--- src/rtl/ssr_pkg.sv ---
// Constants, timing and carrier types for the strobed static RAM host controller
`default_nettype none
//------------------------------------------------------------
// Functional notes
//------------------------------------------------------------
package ssr_pkg;
    //------------------------------------------------------------
    // Geometry and clock
    //------------------------------------------------------------
    localparam int ADDR_W = 10;     // 1024 single-bit words
    localparam int CLK_NS = 10;     // 100 MHz system clock
    localparam int SYNC_CYC = 3;    // Margin for the two-stage pin synchroniser
    localparam int PWRUP_NS = 1000; // Strobe held steady after reset

    //------------------------------------------------------------
    // Device timing in ns, commercial grade
    //------------------------------------------------------------
    localparam int COM_LOW_NS = 130;  // Strobe low minimum
    localparam int COM_HIGH_NS = 125; // Strobe high minimum
    localparam int COM_WP_NS = 130;   // Write pulse minimum
    localparam int COM_DS_NS = 140;   // Data set-up before end of write
    localparam int COM_CYC_NS = 255;  // Cycle time minimum
    localparam int COM_ACS_NS = 225;  // Access from strobe maximum
    // Military grade
    localparam int MIL_LOW_NS = 150;
    localparam int MIL_HIGH_NS = 140;
    localparam int MIL_WP_NS = 150;
    localparam int MIL_DS_NS = 150;
    localparam int MIL_CYC_NS = 290;
    localparam int MIL_ACS_NS = 250;
    // Both grades
    localparam int AS_NS = 15; // Address set-up before strobe fall

    //------------------------------------------------------------
    // Helpers
    //------------------------------------------------------------
    // Least time rounded up to whole cycles, at least one
    function automatic int cyc_up(input int ns);
        int c;
        c = (ns + CLK_NS - 1) / CLK_NS;
        return (c < 1) ? 1 : c;
    endfunction : cyc_up

    // Larger of two
    function automatic int imax(input int a, input int b);
        return (a > b) ? a : b;
    endfunction : imax

    //------------------------------------------------------------
    // Types
    //------------------------------------------------------------
    typedef logic [7:0] ssr_cnt_t; // Phase length in cycles

    // Pins toward the memory
    typedef struct packed {
        logic strobe_select_n;
        logic second_select_n;
        logic third_select_n;
        logic we_n;
        logic [ADDR_W-1:0] addr;
        logic bit_input;
        logic bit_input_oe;
    } ssr_pins_s;

    // User request
    typedef struct packed {
        logic write;
        logic [ADDR_W-1:0] addr;
        logic data;
    } ssr_req_s;

    // Phase lengths of one grade
    typedef struct packed {
        ssr_cnt_t setup;
        ssr_cnt_t rd_low;
        ssr_cnt_t wr_low;
        ssr_cnt_t rd_high;
        ssr_cnt_t wr_high;
    } ssr_tim_s;

    // Controller states
    typedef enum logic [2:0] {
        ST_PWRUP = 3'h0,
        ST_IDLE = 3'h1,
        ST_SETUP = 3'h2,
        ST_LOW = 3'h3,
        ST_HIGH = 3'h4
    } ssr_state_e;

    //------------------------------------------------------------
    // Derived cycle counts
    //------------------------------------------------------------
    localparam int SETUP_C = cyc_up(AS_NS);
    localparam int PWRUP_C = cyc_up(PWRUP_NS);
    localparam int COM_RDL_C = imax(cyc_up(COM_LOW_NS), cyc_up(COM_ACS_NS) + SYNC_CYC);
    localparam int COM_WRL_C = imax(cyc_up(COM_LOW_NS), imax(cyc_up(COM_WP_NS),
                                                             cyc_up(COM_DS_NS)));
    localparam int MIL_RDL_C = imax(cyc_up(MIL_LOW_NS), cyc_up(MIL_ACS_NS) + SYNC_CYC);
    localparam int MIL_WRL_C = imax(cyc_up(MIL_LOW_NS), imax(cyc_up(MIL_WP_NS),
                                                             cyc_up(MIL_DS_NS)));

    localparam ssr_tim_s TIM_COM = '{
        setup: ssr_cnt_t'(SETUP_C),
        rd_low: ssr_cnt_t'(COM_RDL_C),
        wr_low: ssr_cnt_t'(COM_WRL_C),
        rd_high: ssr_cnt_t'(imax(cyc_up(COM_HIGH_NS), cyc_up(COM_CYC_NS) - COM_RDL_C - SETUP_C)),
        wr_high: ssr_cnt_t'(imax(cyc_up(COM_HIGH_NS), cyc_up(COM_CYC_NS) - COM_WRL_C - SETUP_C))
    };
    localparam ssr_tim_s TIM_MIL = '{
        setup: ssr_cnt_t'(SETUP_C),
        rd_low: ssr_cnt_t'(MIL_RDL_C),
        wr_low: ssr_cnt_t'(MIL_WRL_C),
        rd_high: ssr_cnt_t'(imax(cyc_up(MIL_HIGH_NS), cyc_up(MIL_CYC_NS) - MIL_RDL_C - SETUP_C)),
        wr_high: ssr_cnt_t'(imax(cyc_up(MIL_HIGH_NS), cyc_up(MIL_CYC_NS) - MIL_WRL_C - SETUP_C))
    };
endpackage : ssr_pkg
`default_nettype wire

--- src/rtl/ssr_timer.sv ---
// Phase down-counter for the strobed static RAM host controller
`default_nettype none
module ssr_timer (
    // Clock and reset
    input wire logic i_clk,
    input wire logic i_rst,
    // Load request
    input wire logic i_load,
    input wire ssr_pkg::ssr_cnt_t i_count,
    // Status
    output logic o_zero
);
    //------------------------------------------------------------
    // Counter
    //------------------------------------------------------------
    ssr_pkg::ssr_cnt_t cnt_r;   // Cycles left minus one
    ssr_pkg::ssr_cnt_t cnt_nxt; // Next count

    // Load gives exactly i_count cycles until zero is left
    always_comb begin
        if (i_load) begin
            cnt_nxt = i_count - ssr_pkg::ssr_cnt_t'(1);
        end else if (cnt_r != '0) begin
            cnt_nxt = cnt_r - ssr_pkg::ssr_cnt_t'(1);
        end else begin
            cnt_nxt = cnt_r;
        end
    end

    // Register; reset starts the power-up hold
    always_ff @(posedge i_clk) begin
        if (i_rst) begin
            cnt_r <= ssr_pkg::ssr_cnt_t'(ssr_pkg::PWRUP_C - 1);
        end else begin
            cnt_r <= cnt_nxt;
        end
    end

    // Phase finished
    assign o_zero = (cnt_r == '0);
endmodule : ssr_timer
`default_nettype wire

--- src/rtl/ssr_host.sv ---
// Host controller driving a strobed 1024 x 1 static RAM through its pins
`default_nettype none
module ssr_host (
    // Clock and reset
    input wire logic i_clk,
    input wire logic i_rst,
    // User request
    input wire logic i_req_valid,
    input wire ssr_pkg::ssr_req_s i_req,
    output logic o_req_ready,
    // User answer
    output logic o_done,
    output logic o_refused,
    output logic o_rd_data,
    // Modes
    input wire logic i_mil_grade,
    input wire logic i_retention,
    // Memory pins
    output ssr_pkg::ssr_pins_s o_pins,
    input wire logic i_data_out
);
    //------------------------------------------------------------
    // Pin synchroniser
    //------------------------------------------------------------
    logic dout_s1_r; // First stage, read only by second
    logic dout_s2_r; // Safe copy of the data pin

    // Two flops before any logic
    always_ff @(posedge i_clk) begin
        if (i_rst) begin
            dout_s1_r <= 1'b0;
            dout_s2_r <= 1'b0;
        end else begin
            dout_s1_r <= i_data_out;
            dout_s2_r <= dout_s1_r;
        end
    end

    //------------------------------------------------------------
    // Controller state
    //------------------------------------------------------------
    ssr_pkg::ssr_state_e state_r, state_nxt; // Phase
    ssr_pkg::ssr_pins_s pins_r, pins_nxt;    // Registered pins
    ssr_pkg::ssr_req_s req_r, req_nxt;       // Request in progress
    logic mil_r, mil_nxt;                    // Grade of this access
    logic ready_r, ready_nxt;                // Accepting requests
    logic done_r, done_nxt;                  // End of access pulse
    logic refused_r, refused_nxt;            // Write refused pulse
    logic rdata_r, rdata_nxt;                // Last read bit
    logic t_load;                            // Timer load
    ssr_pkg::ssr_cnt_t t_count;              // Timer length
    logic t_zero;                            // Phase over
    ssr_pkg::ssr_tim_s tim;                  // Lengths of grade in use

    // Phase timer
    ssr_timer u_timer (
        .i_clk(i_clk),
        .i_rst(i_rst),
        .i_load(t_load),
        .i_count(t_count),
        .o_zero(t_zero)
    );

    // Grade table
    always_comb begin
        tim = mil_r ? ssr_pkg::TIM_MIL : ssr_pkg::TIM_COM;
    end

    // Next-state logic
    always_comb begin
        state_nxt = state_r;
        pins_nxt = pins_r;
        req_nxt = req_r;
        mil_nxt = mil_r;
        ready_nxt = ready_r;
        done_nxt = 1'b0;
        refused_nxt = 1'b0;
        rdata_nxt = rdata_r;
        t_load = 1'b0;
        t_count = tim.setup;
        unique case (state_r)
            // Strobe held high while supply and lines settle
            ssr_pkg::ST_PWRUP: begin
                if (t_zero) begin
                    state_nxt = ssr_pkg::ST_IDLE;
                    ready_nxt = 1'b1;
                end
            end
            // Wait for a request
            ssr_pkg::ST_IDLE: begin
                if (i_req_valid && ready_r) begin
                    if (i_req.write && i_retention) begin
                        refused_nxt = 1'b1;
                    end else begin
                        req_nxt = i_req;
                        mil_nxt = i_mil_grade;
                        ready_nxt = 1'b0;
                        state_nxt = ssr_pkg::ST_SETUP;
                        t_load = 1'b1;
                        t_count = i_mil_grade ? ssr_pkg::TIM_MIL.setup
                                              : ssr_pkg::TIM_COM.setup;
                        // Address set up ahead of the strobe fall
                        pins_nxt.addr = i_req.addr;
                        pins_nxt.bit_input = i_req.data;
                        // Drive data only for writes, shared line stays free
                        pins_nxt.bit_input_oe = i_req.write;
                    end
                end
            end
            // Address set-up, then all selects fall together
            ssr_pkg::ST_SETUP: begin
                if (t_zero) begin
                    state_nxt = ssr_pkg::ST_LOW;
                    t_load = 1'b1;
                    t_count = req_r.write ? tim.wr_low : tim.rd_low;
                    pins_nxt.strobe_select_n = 1'b0;
                    // Joined selects suit both the single- and three-select part
                    pins_nxt.second_select_n = 1'b0;
                    pins_nxt.third_select_n = 1'b0;
                    pins_nxt.we_n = ~req_r.write;
                end
            end
            // Selects low; data and address held throughout
            ssr_pkg::ST_LOW: begin
                if (t_zero) begin
                    state_nxt = ssr_pkg::ST_HIGH;
                    t_load = 1'b1;
                    t_count = req_r.write ? tim.wr_high : tim.rd_high;
                    // All rise together, data released with them
                    pins_nxt.strobe_select_n = 1'b1;
                    pins_nxt.second_select_n = 1'b1;
                    pins_nxt.third_select_n = 1'b1;
                    pins_nxt.we_n = 1'b1;
                    pins_nxt.bit_input_oe = 1'b0;
                    if (!req_r.write) begin
                        rdata_nxt = dout_s2_r;
                    end
                end
            end
            // Recovery before the next strobe
            ssr_pkg::ST_HIGH: begin
                if (t_zero) begin
                    state_nxt = ssr_pkg::ST_IDLE;
                    ready_nxt = 1'b1;
                    done_nxt = 1'b1;
                end
            end
            // Illegal codes return to a safe idle
            default: begin
                state_nxt = ssr_pkg::ST_IDLE;
                ready_nxt = 1'b1;
            end
        endcase
    end

    // Registers; reset parks selects and we_n high, address and data low, data line released
    always_ff @(posedge i_clk) begin
        if (i_rst) begin
            state_r <= ssr_pkg::ST_PWRUP;
            pins_r <= '{strobe_select_n: 1'b1, second_select_n: 1'b1,
                        third_select_n: 1'b1, we_n: 1'b1, default: '0};
            req_r <= '0;
            mil_r <= 1'b0;
            ready_r <= 1'b0;
            done_r <= 1'b0;
            refused_r <= 1'b0;
            rdata_r <= 1'b0;
        end else begin
            state_r <= state_nxt;
            pins_r <= pins_nxt;
            req_r <= req_nxt;
            mil_r <= mil_nxt;
            ready_r <= ready_nxt;
            done_r <= done_nxt;
            refused_r <= refused_nxt;
            rdata_r <= rdata_nxt;
        end
    end

    // Outputs straight from flops
    assign o_pins = pins_r;
    assign o_req_ready = ready_r;
    assign o_done = done_r;
    assign o_refused = refused_r;
    assign o_rd_data = rdata_r;

    //------------------------------------------------------------
    // Assertion helpers
    //------------------------------------------------------------
    logic [8:0] low_cnt_r;  // Cycles strobe has been low
    logic [8:0] high_cnt_r; // Cycles strobe has been high
    logic [8:0] per_cnt_r;  // Cycles since last strobe fall
    logic [8:0] we_cnt_r;   // Cycles write-enable has been low
    int min_low, min_high, min_wp, min_cyc;

    // Grade minimums in cycles
    always_comb begin
        min_low = mil_r ? ssr_pkg::cyc_up(ssr_pkg::MIL_LOW_NS)
                        : ssr_pkg::cyc_up(ssr_pkg::COM_LOW_NS);
        min_high = mil_r ? ssr_pkg::cyc_up(ssr_pkg::MIL_HIGH_NS)
                         : ssr_pkg::cyc_up(ssr_pkg::COM_HIGH_NS);
        min_wp = mil_r ? ssr_pkg::cyc_up(ssr_pkg::MIL_WP_NS)
                       : ssr_pkg::cyc_up(ssr_pkg::COM_WP_NS);
        min_cyc = mil_r ? ssr_pkg::cyc_up(ssr_pkg::MIL_CYC_NS)
                        : ssr_pkg::cyc_up(ssr_pkg::COM_CYC_NS);
    end

    // Saturating width counters on the registered pins
    always_ff @(posedge i_clk) begin
        if (i_rst) begin
            low_cnt_r <= '0;
            high_cnt_r <= 9'h1FF;
            per_cnt_r <= 9'h1FF;
            we_cnt_r <= '0;
        end else begin
            low_cnt_r <= pins_r.strobe_select_n ? 9'h000 : low_cnt_r + {8'h00, ~&low_cnt_r};
            high_cnt_r <= !pins_r.strobe_select_n ? 9'h000
                                                 : high_cnt_r + {8'h00, ~&high_cnt_r};
            per_cnt_r <= (pins_nxt.strobe_select_n == 1'b0 && pins_r.strobe_select_n)
                         ? 9'h000 : per_cnt_r + {8'h00, ~&per_cnt_r};
            we_cnt_r <= pins_r.we_n ? 9'h000 : we_cnt_r + {8'h00, ~&we_cnt_r};
        end
    end
endmodule : ssr_host
`default_nettype wire

--- config.mk ---
export PLATFORM = sky130hd
export DESIGN_NAME = ssr_host
export DESIGN_NICKNAME = d
export VERILOG_FILES = /design/src/rtl/ssr_pkg.sv /design/src/rtl/ssr_timer.sv /design/src/rtl/ssr_host.sv
export SDC_FILE = /design/constraint.sdc
export NUM_CORES = 1
export LEC_CHECK = 0
export ABC_AREA = 1
export BUFFER_PORTS_ARGS = -buffer_cell sky130_fd_sc_hd__buf_2
export CAP_MARGIN = 25
export CELL_PAD_IN_SITES_DETAIL_PLACEMENT = 0
export CELL_PAD_IN_SITES_GLOBAL_PLACEMENT = 1
export CORE_ASPECT_RATIO = 2
export CORE_MARGIN = 4
export CORE_UTILIZATION = 31
export CTS_CLUSTER_SIZE = 28
export DETAILED_ROUTE_END_ITERATION = 7
export GPL_TIMING_DRIVEN = 0
export PLACE_DENSITY = 0.73
export RECOVER_POWER = 25
export SKIP_LAST_GASP = 1
export SYNTH_ARGS = -nofsm -noshare
export SYNTH_HDL_FRONTEND = slang
export SYNTH_HIERARCHICAL = 1
export SYNTH_SLANG_ARGS = --single-unit
--- constraint.sdc ---
create_clock -name i_clk -period 2.5 [get_ports i_clk]
set_clock_uncertainty 0.1 [all_clocks]
set_input_delay 0 -clock i_clk [delete_from_list [all_inputs] [get_ports i_clk]]
set_output_delay 0 -clock i_clk [all_outputs]
set_load 0.05 [all_outputs]
# Word level (Yosys, flattened, before mapping)
# Index checks and enable logic that the tools add are counted.
[classes] n_addsub=2 mul=0 div_mod_pow=0 order_cmp=0 n_eq_ne=9 shifts=0 mux=31 bitwise_logic=6 reduce_logical=18
[op_table] cell="two-way mux 8 bit" n=7
[op_table] cell="two-way mux 27 bit" n=1
[op_table] cell="case mux 8 bit (3 select lines)" n=1
[op_table] cell="subtractor 8 x 1 -> 8 bit (second input constant)" n=2
[op_table] cell="two-way mux 3 bit" n=5
[op_table] cell="case mux 3 bit (4 select lines)" n=1
[op_table] cell="two-way mux 1 bit" n=10
[op_table] cell="AND reduction 3 bit" n=3
[op_table] cell="logical NOT 8 bit" n=1
[op_table] cell="two-way mux 4 bit" n=2
[op_table] cell="inequality test 2 bit (second input constant)" n=4
[op_table] cell="case mux 4 bit (2 select lines)" n=1
[op_table] cell="AND reduction 4 bit" n=2
[op_table] cell="nonzero test 8 bit" n=1
[op_table] cell="equality test 3 x 2 -> 1 bit (second input constant)" n=2
[op_table] cell="inverter 1 bit" n=6
[op_table] cell="nonzero test 2 bit" n=3
[op_table] cell="OR reduction 2 bit" n=3
[op_table] cell="AND reduction 5 bit" n=1
[op_table] cell="case mux 1 bit (2 select lines)" n=2
[op_table] cell="equality test 3 x 1 -> 1 bit (second input constant)" n=1
[op_table] cell="equality test 3 bit (second input constant)" n=1
[op_table] cell="logical NOT 3 bit" n=1
[op_table] cell="case mux 1 bit (3 select lines)" n=1
[op_table] cell="3 further kinds" n=4
[word_totals] regBits=35 latchBits=0 mem_bits_rw=0 romBits=0 inputBits=18 out_inout_bits=20 word_cells=83 memories=0

# Depth between registers and ports, before layout
# Gate-level depths: netlist of run 1.
[logic_depth] depth_word=6 mapped_depth=17 mapped_depth_nobuf=16

# Modules after synthesis
# The synthesis of run 1 kept the hierarchy.
[by_module_without_submodules] module="ssr_host" n_inst=1 cells_each=156 area_per_inst_um2=1133.6
[by_module_without_submodules] module="ssr_timer" n_inst=1 cells_each=105 area_per_inst_um2=629.4

# Worst setup path before layout of run 1
# Ideal clock, no wire load.
[synth_timing] kind="reg2reg" start="reg ready_r (netlist: o_req_ready)" end="reg u_timer.cnt_r[4]" setup_ns=0.114 arrival_time_ns=2.318 required_time_ns=2.286 setup_slack_ns=-0.033 path_stages_with_launch=14 path_buffers=2 period_less_slack_ns=2.533 path_cell_list="dfxtp_1 -> nand2_1 -> nor2_1 -> nand2_4 -> buf_6 -> nand2_1 -> inv_1 -> buf_6 -> o21ai_2 -> inv_1 -> ha_1 -> nand2_1 -> xor2_1 -> nor2_1"
[synth_via] elab_chain_cells=4 elab_cells_between_ends=5
[synth_lines] element="from (decl)" line_no="ssr_host.sv:46" text="logic ready_r, ready_nxt;"
[synth_lines] element="from (signal assigned)" line_no="ssr_host.sv:173" text="ready_r <= ready_nxt;"
[synth_lines] element="logical AND 1 bit *" line_no="ssr_host.sv:91" text="if (i_req_valid && ready_r) begin"
[synth_lines] element="two-way mux 1 bit *" line_no="ssr_host.sv:91"
[synth_lines] element="case mux 1 bit (2 select lines) *" line_no="ssr_host.sv:81" text="unique case (state_r)"
[synth_lines] element="via t_load" line_no="ssr_host.sv:50" text="logic t_load;"
[synth_lines] element="two-way mux 8 bit / nonzero test 2 bit (equally long branches)"
[synth_lines] element="to (signal assigned)" line_no="ssr_timer.sv:33" text="cnt_r <= ssr_pkg::ssr_cnt_t'(ssr_pkg::PWRUP_C - 1);"
[synth_lines] element="to (signal assigned)" line_no="ssr_timer.sv:35" text="cnt_r <= cnt_nxt;"
[synth_lines] element="to (decl)" line_no="ssr_timer.sv:16" text="ssr_pkg::ssr_cnt_t cnt_r;"
# Mark *: on every way through the listed nets, which the timed path passes. The rest lies on a longest branch.
# A chain may end at the register's enable or synchronous reset.

# Final worst setup path of run 1
[layout_timing] start="reg u_timer.cnt_r[5]" end="reg u_timer.cnt_r[4]"
[layout_via] elab_chain_cells=5 elab_cells_between_ends=10
[layout_lines] element="logical NOT 8 bit *" line_no="ssr_timer.sv:40" text="assign o_zero = (cnt_r == '0);"
[layout_lines] element="via t_zero" line_no="ssr_host.sv:52" text="logic t_zero;"
[layout_lines] element="two-way mux 8 bit, on equally long branches" line_no="ssr_host.sv:125, ssr_host.sv:112"
[layout_lines] element="case mux 8 bit (3 select lines) *" line_no="ssr_host.sv:81"
[layout_lines] element="via t_count[3]" line_no="ssr_host.sv:51" text="ssr_pkg::ssr_cnt_t t_count;"
[layout_lines] element="subtractor 8 x 1 -> 8 bit *" line_no="ssr_timer.sv:22" text="cnt_nxt = i_count - ssr_pkg::ssr_cnt_t'(1);"
[layout_lines] element="two-way mux 8 bit *" line_no="ssr_timer.sv:21" text="if (i_load) begin"
# Marked as above.

==> impl_metrics.ini, run 1 <==
[logic_synthesis]
synthMuxAreaShare_pct = 0.5678
synth_compound_area_share_pct = 9.510
synth_top_family_by_area = simple AND/OR/NAND/NOR gates
synth_seq_cells = 33
synth_xor_area_share_pct = 0.9936
synthTopCellsByArea = dfxtp_1, nand2_1, nor2_1, inv_1, nand3_1
ys_warn_count = 6
synthesis.area_sq_mm = 0.001763
synth.distinct_cells = 30
synth_top_area_share_pct = 37.47
syn_inst = 261
yosys.area_share.simple_pct = 37.76
ys_seq_area_share_pct = 37.47
syn_avg_cell_area_sq_um = 6.755
yosys.area.top_type = dfxtp_1
synthAdderAreaFrac_pct = 0.7097

[floorplanning]
core.rowCount = 38
die_w_um = 61.33
coreArea_sq_mm = 0.005468
die_h_um = 114.7
die_area_sq_mm = 0.007031
pin_count = 38
start_util_pct = 32.24

[timing]
layout_setup_ws_ps = 147.5
slew_headroom_pct = 57.79
hold_viol = 0
finalMaxSlewViolations = 0
fmax_mhz = 425.1
worst_pin_slew_ps = 635.9
setup_viol = 0
fin_crit_ps = 2353
finalHoldWorstSlack_ps = 77.24
finalCritPeriodShare_pct = 94.10

[routing]
drc = 0
drt_iter0_drc = 41
ant_nets = 0
wl_per_cell_um = 12.71
first_pass_iters = 4
vias = 1822
vias_per_cell = 4.684
routed_wl_mm = 4.943

[final_layout]
n_antenna_cell = 0
design_area_sq_mm = 0.002401
drive_above_1_share_pct = 23.10
nNetsFinal = 347
syn_to_final_growth_pct = 36.20
fin_cells = 389

[worst_setup_path]
critPathTopFamily = simple AND/OR/NAND/NOR gates
timing.rr.end = u_timer/cnt_r[4]
max_stage_delay_ps = 340
reg2regPathDepth = 15
crit_required_ps = 2580
critPathArrivalTime_ps = 2430
rrSetupSlack_ps = 150
worstSetupPathType = flip-flop to flip-flop
r2r_start = u_timer/cnt_r[5]
crit_path_start = u_timer/cnt_r[5]
crit_slowest_cell = dfxtp_1
cp.depth = 15
worstSetupEndpointType = flip-flop
worstSetupEndpoint = u_timer/cnt_r[4]
crit_buf_inv = 4
cp_max_fo = 10
startpoint_type = flip-flop
path_cells = nor2_1 > nand3_2 > nor2_4 > nand3_4 > nand2_4 > inv_1 > nand2_1 > inv_1 > buf_6 > o21ai_4 > inv_2 > ha_4 > nand2_1 > xor2_1 > nor2_1

[hold_path]
worstHoldStart = i_retention
hold_class = input port to flip-flop
whs_path_depth = 5

[placement]
placed_cells = 361
hpwl_mm = 3.760
place_area_sq_mm = 0.002036
io_buffers = 37
place.gp.congestion = 0.8317
dp_slack_ps = -433.0

[power_and_ir_drop]
ir_drop_mv = 0.4407
p_per_area_mw_per_mm2 = 525.8
p_leak_nw = 1.156
finalPower_mw = 1.263

[global_route]
grt_pass1_wl_mm = 8.355
grt_pass1_vias = 1849
grt_max_degree = 12
grt.total_usage_pct = 15.91
antenna_found_initial = 0
overflow = 0

[run_status]
outcome = completed

[run]
cap_violations = 0

[clock_tree]
clk-insertion-delay-late_ps = 290
tritoncts = done
cts_buffers = 5
cts.sinks = 33
cts-root-buf = clkbuf_8
h-tree-depth = 2
clockBufferDepth = 2
cts.clk_slew.worst_paths_ps = 70
[final cells by class]
class                      instances  area (sq um)
timing repair buffer              57         361.6
multi-input combinational        185         943.4
clock buffer                       5         68.82
buffer                             9         83.83
tap                               60         75.07
inverter                          37         141.4
clock inverter                     3         65.06
fill                             600          3067
sequential                        33         661.9
[power breakdown]
group / internal (mW) / switching, mW
registers: 0.534 / 0.00412
clock network: 0.396 / 0.209
logic: 0.0544 / 0.0646
[repair_timing]
| item | in CTS | in global routing |
|---|---|---|
| resized for setup | 9 | 2 |
| pin swaps | 2 | 3 |
| setup buffers | 2 | 1 |
| endpoints found under the setup margin | 6 | 5 |
| endpoints found under the hold margin | 19 | 0 |
| hold buffers | 17 | 0 |
[per-layer routing]
| layer | track usage, % | routed length [um] |
|---|---|---|
| met5 | 0 | 0 |
| met4 | 6.223 | 111 |
| met3 | 2.032 | 121 |
| met2 | 32.60 | 3037 |
| met1 | 14.01 | 1673 |
[worst min-delay path, cell delays in order]
cell and delay [ps]:
buf_2 90, nand2_1 110, inv_1 80, nand2_1 90, nor3_1 40
[registers in the layout, summed over array words and instances, names as in the netlist]
| signal | count |
|---|---|
| dout_s1_r | 1 |
| dout_s2_r | 1 |
| mil_r | 1 |
| o_done | 1 |
| o_pins | 14 |
| o_rd_data | 1 |
| o_refused | 1 |
| o_req_ready | 1 |
| req_r | 1 |
| state_r | 3 |
| u_timer/cnt_r | 8 |
[cells in the mapped netlist]
cell type  instances
nand2_1           58
nor2_1            43
dfxtp_1           33
inv_1             33
nand3_1           19
o21ai_0           13
nand2_2           10
a21oi_1            7
nor2_2             6
o21ai_1            6
nand2_4            4
buf_4              3
buf_6              3
inv_2              3
nor3_1             3
clkbuf_1           2
nand3_2            2
a31oi_1            1
buf_12             1
conb_1             1
ha_1               1
inv_4              1
mux2i_1            1
nor2_4             1
o211ai_1           1
o21ai_2            1
o221ai_1           1
o22ai_1            1
xnor2_1            1
xor2_1             1
[cell families (layout without fill, tap and decap cells)]
| family | Yosys count | in the layout |
|---|---|---|
| other cells | 1 | 4 |
| buf+inv | 46 | 111 |
| fa+ha+maj | 1 | 1 |
| flops | 33 | 33 |
| simple gates | 146 | 146 |
| compound gates | 31 | 31 |
| mux | 1 | 1 |
| xor+xnor | 2 | 2 |
[layout by cell type, fill, tap and decap left out, types with 2 or more instances in the layout]
master         count
dfxtp_1           32
inv_2              4
clkbuf_1          15
dlygate4sd3_1     17
inv_1             32
nor2_4             2
buf_6              3
nor2_1            42
bufinv_16          2
buf_2             24
nand2_1           58
nor2_2             6
o21ai_0           13
o21ai_1            6
nand2_4            6
clkbuf_8           5
nand2_2            8
nand3_1           17
buf_4              6
a21oi_1            7
nand3_2            3
nor3_1             3
conb_1             4
[how the worst min path moves through the flow]
stage | end | slack (ps)
floorplan | o_rd_data | -30
global placement | dout_s1_r | 100
detailed placement | dout_s1_r | 120
CTS | o_refused | 80
global route | o_refused | 120
finish | o_refused | 80
[metrics by stage]
stage / util, % / TNS, ps
global placement: 37.23 / -1636
CTS: 43.98 / 0
global route: 43.91 / -1.036
detailed placement: 37.23 / -1589
floorplan: - / 0
finish: 43.91 / 0
(Power assumes the default switching activity.)
==> inputs of run 2 (changes only) <==
PLACE_DENSITY = 0.67   (was 0.73)
==> run 2 against run 1 <==
Core utilization rose by 0.43 points. Combinational power is 6% higher. Global-route usage up 0.49 points. Non-clock buffer count up 4. Setup slack got worse by 11 ps. Largest power group is now sequential cells. Total power fell by 6.0%. Cell count rose by 1.0%. Clock power down 14%. Highest routed layer unchanged.
==> impl_metrics.ini, run 2 (same netlist as run 1, synthesis figures left out) <==
[run_status]
outcome = completed

[final_layout]
fin_cells = 393
design_area_sq_mm = 0.002425
final_cell_mix = nand2_1, nor2_1, inv_1, dfxtp_1, buf_2
nNetsFinal = 351
drive_above_1_share_pct = 25.83
n_antenna_cell = 0
largest_reg_flops = 14
syn_to_final_growth_pct = 37.54
postLayoutCoreUtil_pct = 44.35
final_common_cell = nand2_1
fillers = 612

[placement]
hpwl_mm = 3.818
placed_cells = 361
place_area_sq_mm = 0.002036
io_buffers = 37
place.gp.congestion = 0.8841

[floorplanning]
die_h_um = 114.7
pin_count = 38
die_area_sq_mm = 0.007031
coreArea_sq_mm = 0.005468
die_w_um = 61.33
core.rowCount = 38
start_util_pct = 32.24

[routing]
wl_per_cell_um = 12.85
routed_wl_mm = 5.050
vias_per_cell = 4.570
first_pass_iters = 4
ant_nets = 0
drt_iter0_drc = 66
vias = 1796
drc = 0

[power_and_ir_drop]
p_leak_nw = 1.170
p_per_area_mw_per_mm2 = 489.5
ir_drop_mv = 0.3828
finalPower_mw = 1.187

[clock_tree]
cts-root-buf = clkbuf_8
cts_buffers = 5
clk-insertion-delay-late_ps = 290
h-tree-depth = 2
clockBufferDepth = 2
tritoncts = done
cts.clk_slew.worst_paths_ps = 80
cts.sinks = 33

[worst_setup_path]
worstSetupPathType = flip-flop to flip-flop
critPathTopFamily = simple AND/OR/NAND/NOR gates
rrSetupSlack_ps = 140
crit_slowest_cell = dfxtp_2
crit_required_ps = 2580
startpoint_type = flip-flop
max_stage_delay_ps = 340
path_cells = nor2_2 > nand3_2 > nor2_4 > nand3_4 > nand2_2 > inv_1 > nand2_2 > inv_1 > buf_6 > o21ai_4 > inv_2 > ha_4 > nand2_1 > xor2_1 > nor2_1
cp_max_fo = 10
crit_buf_inv = 4
critPathArrivalTime_ps = 2450
worstSetupEndpointType = flip-flop

[global_route]
grt_max_degree = 13
overflow = 0
grt_pass1_vias = 1878
antenna_found_initial = 0
grt_pass1_wl_mm = 8.521
grt.total_usage_pct = 16.40

[timing]
setup_viol = 0
finalCritPeriodShare_pct = 94.55
finalMaxSlewViolations = 0
fmax_mhz = 423.0
worst_pin_slew_ps = 652.3
fin_crit_ps = 2364
slew_headroom_pct = 56.70
tns_ps = 0
hold_viol = 0

[run]
cap_violations = 0

[hold_path]
hold_class = input port to flip-flop
[run 2: repair_timing]
item,4_1_cts,5_1_grt
endpoints found under the hold margin,19,0
endpoints found under the setup margin,7,4
resized for setup,8,7
hold buffers,17,0
setup buffers,2,5
pin swaps,3,6
[run 2: worst reg2reg max path: stages, from the launching register on]
cell     delay (ps)
dfxtp_2         340
nor2_2          120
nand3_2         130
nor2_4          200
nand3_4         130
nand2_2         110
inv_1            70
nand2_2          70
inv_1            60
buf_6           150
o21ai_4         190
inv_2            90
ha_4            180
nand2_1         110
xor2_1          160
nor2_1           60
[run 2: per-stage QoR]
stage	hold slack, ps	setup slack, ps
CTS	67.35	14.65
global placement	107.2	-425.2
floorplan	-30.93	166.1
finish	79.83	136.1
global route	140.3	-30.59
detailed placement	110.3	-421.1
[run 2: area by class of cell]
cell class,count,area (sq um),share of cell area [%]
repair buffers,61,392.9,16.20
multi-input cells,185,953.4,39.32
inverters,37,141.4,5.831
clock inverters,3,46.29,1.909
flip-flops and latches,33,663.1,27.35
plain buffers,9,83.83,3.457
well taps,60,75.07,3.096
clock buffers,5,68.82,2.838
[run 2: layer usage]
layer | vias up | GRT usage (%) | wire (um)
met4 | 0 | 8.104 | 163
met1 | 803 | 14.86 | 1716
met5 | - | 0 | 0
met2 | 42 | 31.61 | 3014
li1 | 941 | - | -
met3 | 10 | 3.273 | 156
[run 2: power by group]
| group | switching [mW] | leakage (nW) | internal (mW) | total, mW |
|---|---|---|---|---|
| Sequential | 0.00406 | 0.267 | 0.534 | 0.538 |
| Combinational | 0.0669 | 0.848 | 0.0588 | 0.126 |
| Clock | 0.225 | 0.0543 | 0.299 | 0.523 |
| Total | 0.296 | 1.17 | 0.891 | 1.19 |
[run 2: final timing paths]
check,start,to,cells past startpoint
hold reg to reg,dout_s1_r,dout_s2_r,2
setup / recovery,u_timer/cnt_r[5],u_timer/cnt_r[4],15
hold / removal,i_retention,o_refused,5
setup reg to reg,u_timer/cnt_r[5],u_timer/cnt_r[4],15
==> inputs of run 3 (changes only) <==
CAP_MARGIN = unset   (was 25)
PLACE_DENSITY = 0.68   (was 0.67)
SYNTH_HIERARCHICAL = unset   (was 1)
==> run 3 against run 2 <==
Synthesized cell count shrank 20%. Critical path type unchanged. Sequential share of layout area up 5.2 points. Total power increased by 20%. Highest routed layer unchanged. Wire length shrank 15%.
==> impl_metrics.ini, run 3 <==
[run_status]
outcome = completed

[placement]
dp_slack_ps = 386.1
hpwl_mm = 3.239
io_buffers = 37
placed_cells = 303
place_area_sq_mm = 0.001803
place.gp.congestion = 0.7917

[power_and_ir_drop]
switching_share_pct = 36.41
finalPower_mw = 1.427
p_per_area_mw_per_mm2 = 703.2
p_int_mw = 0.9075
p_clk_share_pct = 27.3
p_leak_nw = 0.9349
ir_drop_mv = 0.6198
combPwrFrac_pct = 29.0
seqPwrFrac_pct = 43.7
p_sw_mw = 0.5195

[timing]
setup_viol = 0
tns_ps = 0
fmax_mhz = 470.2
layout_setup_ws_ps = 373.2
rsz0062_at_grt = no
slew_headroom_pct = 58.85
finalCritPeriodShare_pct = 85.07
hold_viol = 0
finalMaxSlewViolations = 0
fin_crit_ps = 2127
finalHoldWorstSlack_ps = 259.0
worst_pin_slew_ps = 620.0

[logic_synthesis]
synth.distinct_cells = 29
yosys_most_used_dff = dfxtp_1
syn_nets = 228
syn_inst = 209
ys_warn_count = 0
ys_seq_area_share_pct = 42.72
yosysMostFrequentCell = nor2_1
syn_avg_cell_area_sq_um = 7.399
yosys.area.top_type = dfxtp_1
synth-edff-count = 0
synthesis.area_sq_mm = 0.001546
synthTopCellsByArea = dfxtp_1, nor2_1, nand3_1, o21ai_0, nand2_1
yosys-top-cells-count = nor2_1, dfxtp_1, nand2_1
async_flop_share_pct = 0
synth_seq_cells = 33
synth_top_area_share_pct = 42.72

[global_route]
use_met1_pct = 12.73
grt_pass1_vias = 1525
antenna_found_initial = 0
grt.busiest_layer = met2
grt_pass1_wl_mm = 6.803
met3_usage_pct = 2.641
grt.total_usage_pct = 14.53
grt_use_met2_pct = 29.13
grt_max_degree = 11
overflow = 0

[worst_setup_path]
r2r_start = state_r[2]
cp_max_fo = 8
worstSetupEndpointType = flip-flop
startpoint_type = flip-flop
timing.rr.end = u_timer.cnt_r[6]
reg2regPathDepth = 13
critPathArrivalTime_ps = 2180
crit_required_ps = 2550
worstSetupPathType = flip-flop to flip-flop
rrSetupSlack_ps = 370

[routing]
drt_iter0_drc = 37
wl_per_cell_um = 13.18
ant_nets = 0
drc = 0
routed_wl_mm = 4.310
vias_per_cell = 4.596
vias = 1503
first_pass_iters = 4

[final_layout]
largest_reg_flops = 14
final_cell_mix = nor2_1, dfxtp_1, buf_2, nand2_1, inv_1
syn_to_final_growth_pct = 31.23
postLayoutCoreUtil_pct = 41.72
drive_above_1_share_pct = 21.48
design_area_sq_mm = 0.002029
n_antenna_cell = 0
fin_cells = 327
final_common_cell = nor2_1
nNetsFinal = 288

[run]
cap_violations = 0

[clock_tree]
clockBufferDepth = 2
cts.clk_slew.worst_paths_ps = 70
cts.sinks = 33
cts-root-buf = clkbuf_8
h-tree-depth = 2
tritoncts = done
cts_setup_buffers = 0
clk-insertion-delay-late_ps = 280
cts_buffers = 5

[floorplanning]
start_util_pct = 31.79
die_area_sq_mm = 0.006251
core.rowCount = 36
pin_count = 38
die_w_um = 57.95
die_h_um = 107.9
coreArea_sq_mm = 0.004865

[hold_path]
worstHoldStart = i_retention
min_to = o_req_ready
hold_class = input port to flip-flop
whs_path_depth = 7
## run 3: cell count changes in the layout (fill, tap and decap cells not counted), sizes merged, moves of 3 or more
cell | before | now
nand2 | 72 | 29
inv | 37 | 26
buf | 39 | 31
nor2 | 50 | 44
conb | 4 | 0
nand3 | 21 | 25
nand4 | 0 | 4
clkbuf | 19 | 22
## run 3: kinds of logic (layout without fill, tap and decap cells)
family | count (synthesis) | in the layout | share of synthesized area (%)
simple gates | 106 | 106 | 33.17
buf+inv | 36 | 97 | 10.76
compound gates | 33 | 33 | 12.54
flops | 33 | 33 | 42.72
fa+ha+maj | 1 | 1 | 0.8089
## run 3: layout make-up
cell class / count / area (sq um)
clock buffers: 6 / 72.57
clock inverters: 2 / 10.01
plain buffers: 10 / 68.82
fillers: 540 / 2835
flip-flops and latches: 33 / 660.6
inverters: 26 / 97.59
well taps: 57 / 71.32
multi-input cells: 140 / 719.4
repair buffers: 53 / 329.1
## run 3: power groups by stage
stage,combinational [mW],sequential [mW],clock [mW]
floorplan,0.259,0.675,0
global placement,0.398,0.634,0
detailed placement,0.399,0.634,0
CTS,0.419,0.622,0.403
global route,0.470,0.626,0.420
finish,0.415,0.623,0.389
## run 3: worst max path at each step
stage,startpoint,slack (ps),to,cells after the start
6_report,state_r[2],370,u_timer.cnt_r[6],13
5_1_grt,state_r[1],180,u_timer.cnt_r[6],12
4_1_cts,state_r[2],370,u_timer.cnt_r[6],13
3_5_place_dp,state_r[2],390,u_timer.cnt_r[6],13
3_3_place_gp,state_r[2],380,u_timer.cnt_r[6],13
2_1_floorplan,o_req_ready,330,u_timer.cnt_r[6],12
## run 3: critical path, stage by stage, from the launching register on
cell      delay [ps]
dfxtp_1          370
inv_2            100
nand2_2           60
nor2_2           160
nand2_4          120
nand3_1          120
inv_1             50
nor2_2           160
ha_1             250
inv_1             70
nor2_1           170
inv_2             70
o21bai_2         120
nand3_1           70
## run 3: what timing repair did
item,4_1_cts,5_1_grt
resized for setup,0,0
hold endpoints to repair,17,0
hold buffers,16,0
## run 3: routing by layer
layer / part of all wire (%) / wire length, um / vias to the layer above
met4: 2.6 / 112 / 0
met1: 38 / 1627 / 666
li1: - / - / 795
met2: 56 / 2416 / 34
met5: 0 / 0 / -
met3: 3.6 / 154 / 8
